<file path="config.mk">
export PLATFORM = sky130hd
export DESIGN_NAME = scrp_device_flat
export DESIGN_NICKNAME = d
export VERILOG_FILES = /design/src/hw/scrp_pkg.sv /design/src/hw/scrp_link_if.sv /design/src/hw/scrp_device.sv /design/src/flat_wrapper.sv
export SDC_FILE = /design/constraint.sdc
export NUM_CORES = 1
export LEC_CHECK = 0
export BUFFER_PORTS_ARGS = -buffer_cell sky130_fd_sc_hd__buf_2
export CAP_MARGIN = 10
export CORE_MARGIN = 2
export CORE_UTILIZATION = 61
export CTS_CLUSTER_SIZE = 28
export DETAILED_ROUTE_END_ITERATION = 10
export GPL_TIMING_DRIVEN = 0
export HOLD_SLACK_MARGIN = 0.05
export PLACE_DENSITY_LB_ADDON = 0.12
export SKIP_CTS_REPAIR_TIMING = 1
export SLEW_MARGIN = 5
export SYNTH_ARGS = -nofsm -noshare
export SYNTH_HDL_FRONTEND = slang
export SYNTH_SLANG_ARGS = --single-unit
</file>
<file path="constraint.sdc">
create_clock -name clk_sys -period 3.85 [get_ports clk_sys]
set_clock_uncertainty 0.05 [all_clocks]
set_input_delay 0.385 -clock clk_sys [delete_from_list [all_inputs] [get_ports clk_sys]]
set_output_delay 0.385 -clock clk_sys [all_outputs]
set_load 0.05 [all_outputs]
</file>
<file path="src/hw/scrp_pkg.sv">
// constants shared by both ends of the serial cable replacement port
package scrp_pkg;

    // ********************************
    // clock and serial framing
    // ********************************
    localparam int CLK_HZ = 32'h02FA_F080;
    localparam int BAUD_RATE_0 = 32'h0000_2580;
    localparam int BAUD_RATE_1 = 32'h0001_C200;
    localparam int BAUD_RATE_2 = 32'h0000_E100;
    localparam int BAUD_RATE_3 = 32'h0003_8400;
    localparam logic [1:0] BAUD_DEFAULT = 2'h1;
    localparam logic [3:0] BIT_STOP = 4'h9;
    localparam logic [9:0] LINE_IDLE = 10'h3FF;

    // ********************************
    // escape sequence
    // ********************************
    localparam logic [1:0] ESC_LEN = 2'h3;
    localparam logic [7:0] ESC_NONE = 8'h00;

    // ********************************
    // command names
    // ********************************
    localparam logic [7:0] CMD_STREAM = 8'h53;
    localparam logic [7:0] CMD_FLOW = 8'h46;
    localparam logic [7:0] CMD_BAUD = 8'h42;
    localparam logic [7:0] CMD_ESC = 8'h45;
    localparam logic [7:0] CMD_RDIS = 8'h52;
    localparam logic [7:0] CMD_OUT = 8'h4F;
    localparam logic [7:0] CMD_IN = 8'h49;
    localparam logic [7:0] CMD_DIR = 8'h44;
    localparam logic [7:0] CMD_IND = 8'h41;
    localparam logic [7:0] CMD_MPIN = 8'h4D;
    localparam logic [7:0] CMD_SAVE = 8'h57;

    // ********************************
    // clock cycles per bit for a baud index
    // ********************************
    function automatic logic [12:0] baud_div(input logic [1:0] idx);
        logic [31:0] d;
        d = 32'h0000_0000;
        unique case (idx)
            2'h0: d = CLK_HZ / BAUD_RATE_0;
            2'h1: d = CLK_HZ / BAUD_RATE_1;
            2'h2: d = CLK_HZ / BAUD_RATE_2;
            2'h3: d = CLK_HZ / BAUD_RATE_3;
        endcase
        return d[12:0];
    endfunction

endpackage

</file>
<file path="src/hw/scrp_link_if.sv">
// host serial link between the module end and the host end
`timescale 1ns/1ns
interface scrp_link_if;
    logic ser_in;
    logic ser_out;
    logic cts_n;
    logic rts_n;

    modport dev (
        input ser_in,
        input cts_n,
        output ser_out,
        output rts_n
    );

    modport host (
        output ser_in,
        output cts_n,
        input ser_out,
        input rts_n
    );
endinterface

</file>
<file path="src/hw/scrp_device.sv">
// module end: serial port, stream/command modes, settings and general-purpose pins
//
// Contract
// - bytes are 8 data, no parity, one stop
// - host sends module-bound bytes on serial input
// - module sends host-bound bytes on serial output
// - local clear-to-send reproduced on peer's request-to-send
// - host asserts clear-to-send only when it can accept
// - baud rate is a configurable setting
// - saved pin assignments apply after power cycle
// - flow control disabled until configured
// - saved escape sequence enters command mode
// - stream command leaves command mode
// - mode pin level selects the mode
// - eight pins: control, indicator or plain I/O
// - local commands run only in command mode
// - key-value settings; saved values define startup
// - command is name followed by arguments
// - remote commands run unless remotely disabled
`timescale 1ns/1ns
module scrp_device (
    // system
    input wire logic clk_sys,
    input wire logic sys_rst,
    input wire logic pwr_cycle,
    // host serial link
    scrp_link_if.dev link,
    // wireless side
    output logic [7:0] air_tx_byte,
    output logic air_tx_valid,
    input wire logic [7:0] air_rx_byte,
    input wire logic air_rx_valid,
    input wire logic air_rx_cmd,
    output logic air_rx_ready,
    output logic air_cts_out,
    input wire logic air_cts_in,
    // general-purpose pins
    input wire logic [7:0] gpio_in,
    output logic [7:0] gpio_out,
    output logic [7:0] gpio_oe_n,
    // status
    output logic cmd_mode
);

    typedef enum logic {
        SCRP_P_NAME = 1'b0,
        SCRP_P_ARG = 1'b1
    } scrp_parse_t;

    typedef struct packed {
        logic ser_s1;
        logic ser_s2;
        logic cts_s1;
        logic cts_s2;
        logic [7:0] gpi_s1;
        logic [7:0] gpi_s2;
        logic rx_busy;
        logic [12:0] rx_cnt;
        logic [3:0] rx_bit;
        logic [7:0] rx_sh;
        logic tx_busy;
        logic [12:0] tx_cnt;
        logic [3:0] tx_bit;
        logic [9:0] tx_sh;
        logic tq_valid;
        logic [7:0] tq_byte;
        logic air_rdy;
        logic air_valid;
        logic [7:0] air_byte;
        logic air_cts;
        logic rts_n;
        logic cmd_mode;
        logic flow_en;
        logic [1:0] baud;
        logic [7:0] esc_char;
        logic rdis;
        logic [1:0] esc_cnt;
        logic fl_act;
        logic [1:0] fl_cnt;
        logic [7:0] fl_byte;
        scrp_parse_t pst;
        logic [7:0] pname;
        logic [7:0] out_lvl;
        logic [7:0] dir;
        logic [7:0] ind;
        logic [3:0] mpin;
        logic nv_flow;
        logic [1:0] nv_baud;
        logic [7:0] nv_esc;
        logic nv_rdis;
        logic [7:0] nv_dir;
        logic [7:0] nv_ind;
        logic [3:0] nv_mpin;
        logic [7:0] gpo;
        logic [7:0] gpo_oe_n;
    } scrp_dev_st_t;

    scrp_dev_st_t s_reg;
    scrp_dev_st_t s_next;

    always_comb begin
        logic rx_done;
        logic pvalid;
        logic [7:0] pbyte;
        logic [12:0] div;
        rx_done = 1'b0;
        pvalid = 1'b0;
        pbyte = 8'h00;
        div = scrp_pkg::baud_div(s_reg.baud);
        s_next = s_reg;
        s_next.ser_s1 = link.ser_in;
        s_next.ser_s2 = s_reg.ser_s1;
        s_next.cts_s1 = ~link.cts_n;
        s_next.cts_s2 = s_reg.cts_s1;
        s_next.gpi_s1 = gpio_in;
        s_next.gpi_s2 = s_reg.gpi_s1;
        s_next.air_valid = 1'b0;

        // ********************************
        // receiver, sampled mid-bit
        // ********************************
        if (!s_reg.rx_busy) begin
            if (!s_reg.ser_s2) begin
                s_next.rx_busy = 1'b1;
                s_next.rx_cnt = div >> 1;
                s_next.rx_bit = 4'h0;
            end
        end else if (s_reg.rx_cnt != 13'h0000) begin
            s_next.rx_cnt = s_reg.rx_cnt - 13'h0001;
        end else begin
            s_next.rx_cnt = div - 13'h0001;
            s_next.rx_bit = s_reg.rx_bit + 4'h1;
            if (s_reg.rx_bit == 4'h0) begin
                s_next.rx_busy = ~s_reg.ser_s2;
            end else if (s_reg.rx_bit == scrp_pkg::BIT_STOP) begin
                s_next.rx_busy = 1'b0;
                rx_done = s_reg.ser_s2;
            end else begin
                s_next.rx_sh = {s_reg.ser_s2, s_reg.rx_sh[7:1]};
            end
        end

        // ********************************
        // transmitter toward the host
        // ********************************
        if (s_reg.tx_busy) begin
            if (s_reg.tx_cnt != 13'h0000) begin
                s_next.tx_cnt = s_reg.tx_cnt - 13'h0001;
            end else begin
                s_next.tx_cnt = div - 13'h0001;
                s_next.tx_sh = {1'b1, s_reg.tx_sh[9:1]};
                s_next.tx_bit = s_reg.tx_bit + 4'h1;
                if (s_reg.tx_bit == scrp_pkg::BIT_STOP) begin
                    s_next.tx_busy = 1'b0;
                end
            end
        end else if (s_reg.tq_valid && (!s_reg.flow_en || s_reg.cts_s2)) begin
            s_next.tx_busy = 1'b1;
            s_next.tx_sh = {1'b1, s_reg.tq_byte, 1'b0};
            s_next.tx_cnt = div - 13'h0001;
            s_next.tx_bit = 4'h0;
            s_next.tq_valid = 1'b0;
        end

        // ********************************
        // bytes from the wireless side
        // ********************************
        if (air_rx_valid && s_reg.air_rdy) begin
            if (!air_rx_cmd) begin
                s_next.tq_valid = 1'b1;
                s_next.tq_byte = air_rx_byte;
            end else if (!s_reg.rdis && !(rx_done && s_reg.cmd_mode)) begin
                pvalid = 1'b1;
                pbyte = air_rx_byte;
            end
        end
        if (rx_done && s_reg.cmd_mode) begin
            pvalid = 1'b1;
            pbyte = s_reg.rx_sh;
        end

        // ********************************
        // streaming with escape detection
        // ********************************
        if (s_reg.fl_act) begin
            s_next.air_valid = 1'b1;
            if (s_reg.fl_cnt != 2'h0) begin
                s_next.air_byte = s_reg.esc_char;
                s_next.fl_cnt = s_reg.fl_cnt - 2'h1;
            end else begin
                s_next.air_byte = s_reg.fl_byte;
                s_next.fl_act = 1'b0;
            end
        end else if (rx_done && !s_reg.cmd_mode) begin
            if (s_reg.esc_char != scrp_pkg::ESC_NONE && s_reg.rx_sh == s_reg.esc_char) begin
                s_next.esc_cnt = s_reg.esc_cnt + 2'h1;
                if (s_reg.esc_cnt + 2'h1 == scrp_pkg::ESC_LEN) begin
                    s_next.esc_cnt = 2'h0;
                    s_next.cmd_mode = 1'b1;
                end
            end else if (s_reg.esc_cnt != 2'h0) begin
                // partial sequence broken: replay it before the byte
                s_next.fl_act = 1'b1;
                s_next.fl_cnt = s_reg.esc_cnt;
                s_next.fl_byte = s_reg.rx_sh;
                s_next.esc_cnt = 2'h0;
            end else begin
                s_next.air_valid = 1'b1;
                s_next.air_byte = s_reg.rx_sh;
            end
        end

        // ********************************
        // command parser: name then argument
        // ********************************
        if (pvalid) begin
            if (s_reg.pst == SCRP_P_NAME) begin
                unique case (pbyte)
                    scrp_pkg::CMD_STREAM: s_next.cmd_mode = 1'b0;
                    scrp_pkg::CMD_IN: begin
                        if (!s_next.tq_valid) begin
                            s_next.tq_valid = 1'b1;
                            s_next.tq_byte = s_reg.gpi_s2;
                        end
                    end
                    scrp_pkg::CMD_SAVE: begin
                        s_next.nv_flow = s_reg.flow_en;
                        s_next.nv_baud = s_reg.baud;
                        s_next.nv_esc = s_reg.esc_char;
                        s_next.nv_rdis = s_reg.rdis;
                    end
                    scrp_pkg::CMD_FLOW, scrp_pkg::CMD_BAUD, scrp_pkg::CMD_ESC,
                    scrp_pkg::CMD_RDIS, scrp_pkg::CMD_OUT, scrp_pkg::CMD_DIR,
                    scrp_pkg::CMD_IND, scrp_pkg::CMD_MPIN: begin
                        s_next.pst = SCRP_P_ARG;
                        s_next.pname = pbyte;
                    end
                    default: s_next.pst = SCRP_P_NAME;
                endcase
            end else begin
                s_next.pst = SCRP_P_NAME;
                unique case (s_reg.pname)
                    scrp_pkg::CMD_FLOW: s_next.flow_en = pbyte[0];
                    scrp_pkg::CMD_BAUD: s_next.baud = pbyte[1:0];
                    scrp_pkg::CMD_ESC: s_next.esc_char = pbyte;
                    scrp_pkg::CMD_RDIS: s_next.rdis = pbyte[0];
                    scrp_pkg::CMD_OUT: s_next.out_lvl = pbyte;
                    scrp_pkg::CMD_DIR: s_next.nv_dir = pbyte;
                    scrp_pkg::CMD_IND: s_next.nv_ind = pbyte;
                    scrp_pkg::CMD_MPIN: s_next.nv_mpin = pbyte[3:0];
                    default: s_next.pst = SCRP_P_NAME;
                endcase
            end
        end

        // ********************************
        // power cycle reloads saved settings
        // ********************************
        if (pwr_cycle) begin
            s_next.flow_en = s_reg.nv_flow;
            s_next.baud = s_reg.nv_baud;
            s_next.esc_char = s_reg.nv_esc;
            s_next.rdis = s_reg.nv_rdis;
            s_next.dir = s_reg.nv_dir;
            s_next.ind = s_reg.nv_ind;
            s_next.mpin = s_reg.nv_mpin;
            s_next.cmd_mode = 1'b0;
            s_next.esc_cnt = 2'h0;
            s_next.pst = SCRP_P_NAME;
        end else if (s_reg.mpin[3]) begin
            s_next.cmd_mode = s_reg.gpi_s2[s_reg.mpin[2:0]];
        end

        // ********************************
        // pins and flow-control outputs
        // ********************************
        for (int i = 0; i < 8; i++) begin
            s_next.gpo[i] = s_next.ind[i] ? s_next.cmd_mode : s_next.out_lvl[i];
        end
        s_next.gpo_oe_n = ~(s_next.dir | s_next.ind);
        s_next.air_cts = s_reg.cts_s2;
        s_next.rts_n = ~(air_cts_in || !s_next.flow_en);
        s_next.air_rdy = ~s_next.tq_valid;

        if (sys_rst) begin
            s_next = '0;
            s_next.ser_s1 = 1'b1;
            s_next.ser_s2 = 1'b1;
            s_next.tx_sh = scrp_pkg::LINE_IDLE;
            s_next.baud = scrp_pkg::BAUD_DEFAULT;
            s_next.nv_baud = scrp_pkg::BAUD_DEFAULT;
            s_next.gpo_oe_n = 8'hFF;
            s_next.air_rdy = 1'b1;
        end
    end

    always_ff @(posedge clk_sys) begin
        s_reg <= s_next;
    end

    assign link.ser_out = s_reg.tx_sh[0];
    assign link.rts_n = s_reg.rts_n;
    assign air_tx_byte = s_reg.air_byte;
    assign air_tx_valid = s_reg.air_valid;
    assign air_rx_ready = s_reg.air_rdy;
    assign air_cts_out = s_reg.air_cts;
    assign gpio_out = s_reg.gpo;
    assign gpio_oe_n = s_reg.gpo_oe_n;
    assign cmd_mode = s_reg.cmd_mode;

endmodule

</file>
<file path="src/flat_wrapper.sv">
// flat-port wrapper written by rule: the top's interface ports become plain ports
module scrp_device_flat 
  (clk_sys, sys_rst, pwr_cycle, air_tx_byte, air_tx_valid, air_rx_byte, air_rx_valid, air_rx_cmd, air_rx_ready, air_cts_out, air_cts_in, gpio_in, gpio_out, gpio_oe_n, cmd_mode, link_ser_in, link_cts_n, link_ser_out, link_rts_n);
  scrp_link_if link_i ();
  input wire logic clk_sys;
  input wire logic sys_rst;
  input wire logic pwr_cycle;
  output logic [7:0] air_tx_byte;
  output logic air_tx_valid;
  input wire logic [7:0] air_rx_byte;
  input wire logic air_rx_valid;
  input wire logic air_rx_cmd;
  output logic air_rx_ready;
  output logic air_cts_out;
  input wire logic air_cts_in;
  input wire logic [7:0] gpio_in;
  output logic [7:0] gpio_out;
  output logic [7:0] gpio_oe_n;
  output logic cmd_mode;
  input wire logic [$bits(link_i.ser_in)-1:0] link_ser_in;
  input wire logic [$bits(link_i.cts_n)-1:0] link_cts_n;
  output wire logic [$bits(link_i.ser_out)-1:0] link_ser_out;
  output wire logic [$bits(link_i.rts_n)-1:0] link_rts_n;
  assign link_i.ser_in = link_ser_in;
  assign link_i.cts_n = link_cts_n;
  assign link_ser_out = link_i.ser_out;
  assign link_rts_n = link_i.rts_n;
  scrp_device u_core (.clk_sys(clk_sys), .sys_rst(sys_rst), .pwr_cycle(pwr_cycle), .link(link_i), .air_tx_byte(air_tx_byte), .air_tx_valid(air_tx_valid), .air_rx_byte(air_rx_byte), .air_rx_valid(air_rx_valid), .air_rx_cmd(air_rx_cmd), .air_rx_ready(air_rx_ready), .air_cts_out(air_cts_out), .air_cts_in(air_cts_in), .gpio_in(gpio_in), .gpio_out(gpio_out), .gpio_oe_n(gpio_oe_n), .cmd_mode(cmd_mode));
endmodule
</file>
=== Word level (Yosys, flattened, before mapping) ===
Index checks and enable logic that the tools add are counted.

* $lt $le $gt $ge: 1
* Reduce and logical (&&, ||, !) cells: 46
* Multiplexer cells: 80
* Equal/unequal tests: 32
* Bitwise logic cells: 12
* Add/subtract/negate cells: 7

{| class="wikitable"
|+ Operators with widths
! cell !! number
|-
| 8-bit by 7-bit equality test with 1-bit output (second input constant) || 19
|-
| 8-bit two-way mux || 12
|-
| 9-bit two-way mux || 9
|-
| 13-bit two-way mux || 5
|-
| 13-bit one-hot mux with 4 select lines || 1
|-
| 13-bit by 1-bit subtractor with 13-bit output (second input constant) || 3
|-
| 1-bit two-way mux || 36
|-
| 18-bit two-way mux || 2
|-
| 3-bit AND reduction || 10
|-
| 29-bit two-way mux || 1
|-
| 14-bit two-way mux || 2
|-
| 28-bit two-way mux || 1
|-
| 13-bit nonzero test || 2
|-
| 12-bit two-way mux || 2
|-
| 2-bit nonzero test || 11
|-
| 20-bit two-way mux || 1
|-
| 4-bit AND reduction || 3
|-
| 11-bit two-way mux || 1
|-
| 2-bit two-way mux || 5
|-
| 1-bit NOT || 10
|-
| 4-bit by 1-bit adder with 4-bit output (second input constant) || 2
|-
| 4-bit equality test (second input constant) || 2
|-
| 8-bit equality test || 1
|-
| 2-bit inequality test (second input constant) || 4
|-
| other kinds (19) || 33
|}

* Logic and storage cells: 223
* Bits in registers: 206
* Output and inout bits: 30
* Input bits: 24

=== Logic depth before layout (Yosys ltp) ===
* Depth after elaboration: 20
* Mapped depth: 11
* Mapped depth without buffers: 9

=== Worst setup path after synthesis ===
No wires, ideal clock.

* Kind: register to register
* Start: register u_core.s_reg[179] (netlist name)
* End: register u_core.s_reg[45] (netlist name)
* Stages on the path, launching flop included: 10
* Setup time: 129 ps
* Slack: 915 ps
* Period minus slack after synthesis: 2935 ps
* Required time: 3671 ps
* Buffers on the path: 3
* Data arrival time: 2755 ps
* Cell sequence: dfxtp_1 > or4_1 > buf_2 > or4_4 > buf_6 > or4_4 > a22oi_4 > buf_6 > mux2i_1 > nand2_1

* Word-level cells in the longest chain between the ends: 12
* Elaborated cells on any way between the ends: 16
* Those cells by class: eq/ne (1); mux (10); reduce/logical (5)

{| class="wikitable"
|+ Ends and longest elaborated chain
! item !! line !! RTL
|-
| start, declared || scrp_device.sv:98 || <nowiki>scrp_dev_st_t s_reg;</nowiki>
|-
| start signal, assigned || scrp_device.sv:298 || <nowiki>s_reg <= s_next;</nowiki>
|-
| 13-bit nonzero test * || scrp_device.sv:128 || <nowiki>end else if (s_reg.rx_cnt != 13'h0000) begin</nowiki>
|-
| 1-bit two-way mux * || scrp_device.sv:128 ||
|-
| 1-bit two-way mux * || scrp_device.sv:122 || <nowiki>if (!s_reg.rx_busy) begin</nowiki>
|-
| 1-bit logical AND * || scrp_device.sv:172, scrp_device.sv:177 ||
|-
| 1-bit logical NOT || scrp_device.sv:172 || <nowiki>end else if (!s_reg.rdis && !(rx_done && s_reg.cmd_mode)) begin</nowiki>
|-
| 1-bit logical AND || scrp_device.sv:172 ||
|-
| 8-bit two-way mux || scrp_device.sv:172 ||
|-
| 8-bit two-way mux || scrp_device.sv:169 || <nowiki>if (!air_rx_cmd) begin</nowiki>
|-
| 8-bit two-way mux || scrp_device.sv:168 || <nowiki>if (air_rx_valid && s_reg.air_rdy) begin</nowiki>
|-
| 8-bit two-way mux || scrp_device.sv:177 || <nowiki>if (rx_done && s_reg.cmd_mode) begin</nowiki>
|-
| 8-bit by 7-bit equality test with 1-bit output || scrp_device.sv:218 || <nowiki>unique case (pbyte)</nowiki>
|-
| 3-bit AND reduction (no line) * || -- ||
|}

Every way passes the cells marked *; elsewhere a longest branch is shown, timed or not.
A chain may end at the register's enable or synchronous reset.

=== Final worst setup path ===
* Start: register u_core.s_reg[172] (netlist name)
* End: register u_core.s_reg[79] (netlist name)

* Word-level cells in the longest chain between the ends: 13
* Elaborated cells on any way between the ends: 24
* Those cells by class: eq/ne (8); mux (10); reduce/logical (6)

{| class="wikitable"
|+ Ends and longest elaborated chain
! item !! line
|-
| 13-bit nonzero test * || scrp_device.sv:128
|-
| 1-bit two-way mux * || scrp_device.sv:128
|-
| 1-bit two-way mux * || scrp_device.sv:122
|-
| 1-bit logical AND * || scrp_device.sv:172, scrp_device.sv:177
|-
| 1-bit logical NOT || scrp_device.sv:172
|-
| 1-bit logical AND || scrp_device.sv:172
|-
| 8-bit two-way mux || scrp_device.sv:172
|-
| 8-bit two-way mux || scrp_device.sv:169
|-
| 8-bit two-way mux || scrp_device.sv:168
|-
| 8-bit two-way mux || scrp_device.sv:177
|-
| 8-bit by 7-bit equality test with 1-bit output || scrp_device.sv:218
|-
| 8-bit OR reduction || scrp_device.sv:218
|-
| 3-bit AND reduction (no line) || --
|}

Marks and branches as above.

==> flow_summary.yaml <==
global_routing:
  antenna_found_initial: 0
  grt_usage_pct: 29.3
  grt_use_met2_pct: 48.1
  gr-total-overflow: 0
  grtUsageMet3_pct: 4.03
  busiest_layer: "met2"
  grt_pass1_wl_microns: 38600
  grt_pass1_vias: 7501
  globalRouteMet1Util_pct: 40.0
  grt_max_degree: 14
pwr:
  peakVddDrop_mv: 0.420
  p_leak_uw: 0.00424
  p_total_uw: 4740
  p_per_area_nw_per_um2: 442
floorplan:
  fp.dieH_microns: 129
  coreArea_sq_um: 15200
  ioPinCount: 54
  die_area_sq_um: 16500
  rows: 45
  fp.dieW_microns: 129
  initial_core_util_pct: 62.3
route:
  firstDrtPassIters: 5
  wire_per_inst_microns: 18.0
  dr.first_iter.drc_count: 611
  viasPerCell: 6.02
  drc: 0
  wl_microns: 24600
  vias: 8213
  ant_nets: 0
synth:
  ys_ff_latch: 206
  synth_top_area_share_pct: 43.5
  ys_types: 72
  synth-edff-count: 0
  synth.most_common_cell: "dfxtp_1"
  synth_flop_cell: "dfxtp_1"
  netlist_area_sq_um: 9470
  ys_seq_area_share_pct: 43.5
  synth.area.top_cells: "dfxtp_1, mux2i_1, nor2_1"
  synth_commonest_cells: "dfxtp_1, nor2_1, mux2i_1, nand2_1, clkbuf_1"
  async_flop_share_pct: 0
  synthesis.nets: 1119
  avgSynthCellArea_sq_um: 8.78
  yosys_warnings: 0
  yosys.area.top_type: "dfxtp_1"
  synth_cells: 1079
placement:
  place.gp.congestion: 0.922
  numPortBuffers: 52
  pre_cts_slack_ns: 0.0202
  post-dp-hpwl_microns: 17200
clocking:
  htreeDepth: 1
  clockRootBuffer: "clkbuf_16"
  clkTransAtPathRegs_ns: 0.06
  cts-buffers-inserted: 22
  clock_sinks: 206
  clk_path_buf_depth: 3
  clk_latency_ns: 0.51
  tritoncts: "yes"
timing:
  hold_viol: 0
  rsz0062_at_grt: "no"
  tightestPinTransition_ns: 1.04
  relSlewSlack_pct: 30.3
  worst_slack_ns: 0.122
  drv_slew: 0
  fmax_ghz: 0.268
  fin_crit_ns: 3.73
  min_period_over_period_pct: 96.8
  setup-violations-final: 0
cells_and_area:
  nNetsFinal: 1202
  area_growth_pct: 13.2
  layout-drive-gt1-share_pct: 11.9
  diodes: 0
  largest_reg_flops: 176
critical_path:
  crit_start: "u_core.s_reg[172]"
  worstSetupPathType: "reg -> reg"
  cp.required_ns: 4.20
  worstPathMaxFanout: 10
  endpoint_kind: "register"
  r2r-start: "u_core.s_reg[172]"
  critPathLaunchType: "register"
  critPathArrivalTime_ns: 4.08
run:
  max_cap_viol_count: 0
min_path:
  hold_path_class: "in -> reg"
  min_from: "gpio_in[5]"
run_status:
  outcome: "finished, final reports clean"
==> critical path, cell delays in order, from the launching register on <==
cell and delay [ns]:
dfxtp_1 0.34, inv_1 0.10, ha_1 0.16, or4b_1 0.53, nor4_2 0.48, buf_2 0.31
buf_2 0.27, a21oi_1 0.09, o211ai_1 0.54, o21ai_1 0.43, o211a_1 0.32
==> kinds of logic after synthesis <==
kind of cell	count (synthesis)	synth area share [%]
DFF	206	43.5
AOI/OAI and AO/OA	196	13.4
buffers and inverters	128	6.28
adders and majority gates	16	2.11
and+or+nand+nor	407	21.2
muxes	112	12.1
xor gates and xnor gates	14	1.29
==> report_power, final <==
| part | switching [uW] | internal (uW) |
|---|---|---|
| registers | 45.1 | 2190 |
| logic | 326 | 182 |
| clock network | 849 | 1150 |
| total | 1220 | 3520 |
==> layout make-up <==
cell class              count  area [sq um]
repair buffers             59           330
multi-input cells         745          4760
clock inverters             5          40.0
inverters                  34           128
clock buffers              33           642
flip-flops and latches    206          4120
plain buffers              94           467
well taps                 188           235
fillers                  1233          4480
==> metrics by stage <==
stage / hold WS (ns) / TNS, ns / instances / instance area [sq um] / utilization (%)
after global placement: 0.343 / 0 / 1319 / 9970 / 65.6
after detailed placement: 0.343 / 0 / 1319 / 9970 / 65.6
after global routing: 0.0504 / 0 / 1364 / 10700 / 70.5
after floorplan: 0.339 / 0 / 1079 / 9470 / -
after CTS: -0.0355 / -0.0243 / 1357 / 10600 / 70.0
final: 0.0387 / 0 / 1364 / 10700 / 70.5
==> layer usage <==
| metal | up-vias | part of all wire (%) |
|---|---|---|
| li1 | 3935 | - |
| met1 | 3907 | 43 |
| met2 | 322 | 47 |
| met3 | 49 | 7.2 |
| met4 | 0 | 2.7 |
| met5 | - | 0 |
==> path summary, 6_finish.rpt <==
check,cells after the start,endpoint,slack [ns]
setup reg to reg,10,u_core.s_reg[79],0.12
hold / removal,2,u_core.s_reg[199],0.04
hold reg to reg,1,u_core.s_reg[204],0.36
setup / recovery,10,u_core.s_reg[79],0.12
==> placed cells by master (no fill, tap or decap), types with 33 or more instances in the layout <==
master      n
a21oi_1    56
buf_2      59
clkbuf_1   63
dfxtp_1   206
inv_1      33
mux2i_1   107
nand2_1    78
nand3_1    33
nor2_1    163
o21ai_0    38
(Power assumes the default switching activity.)
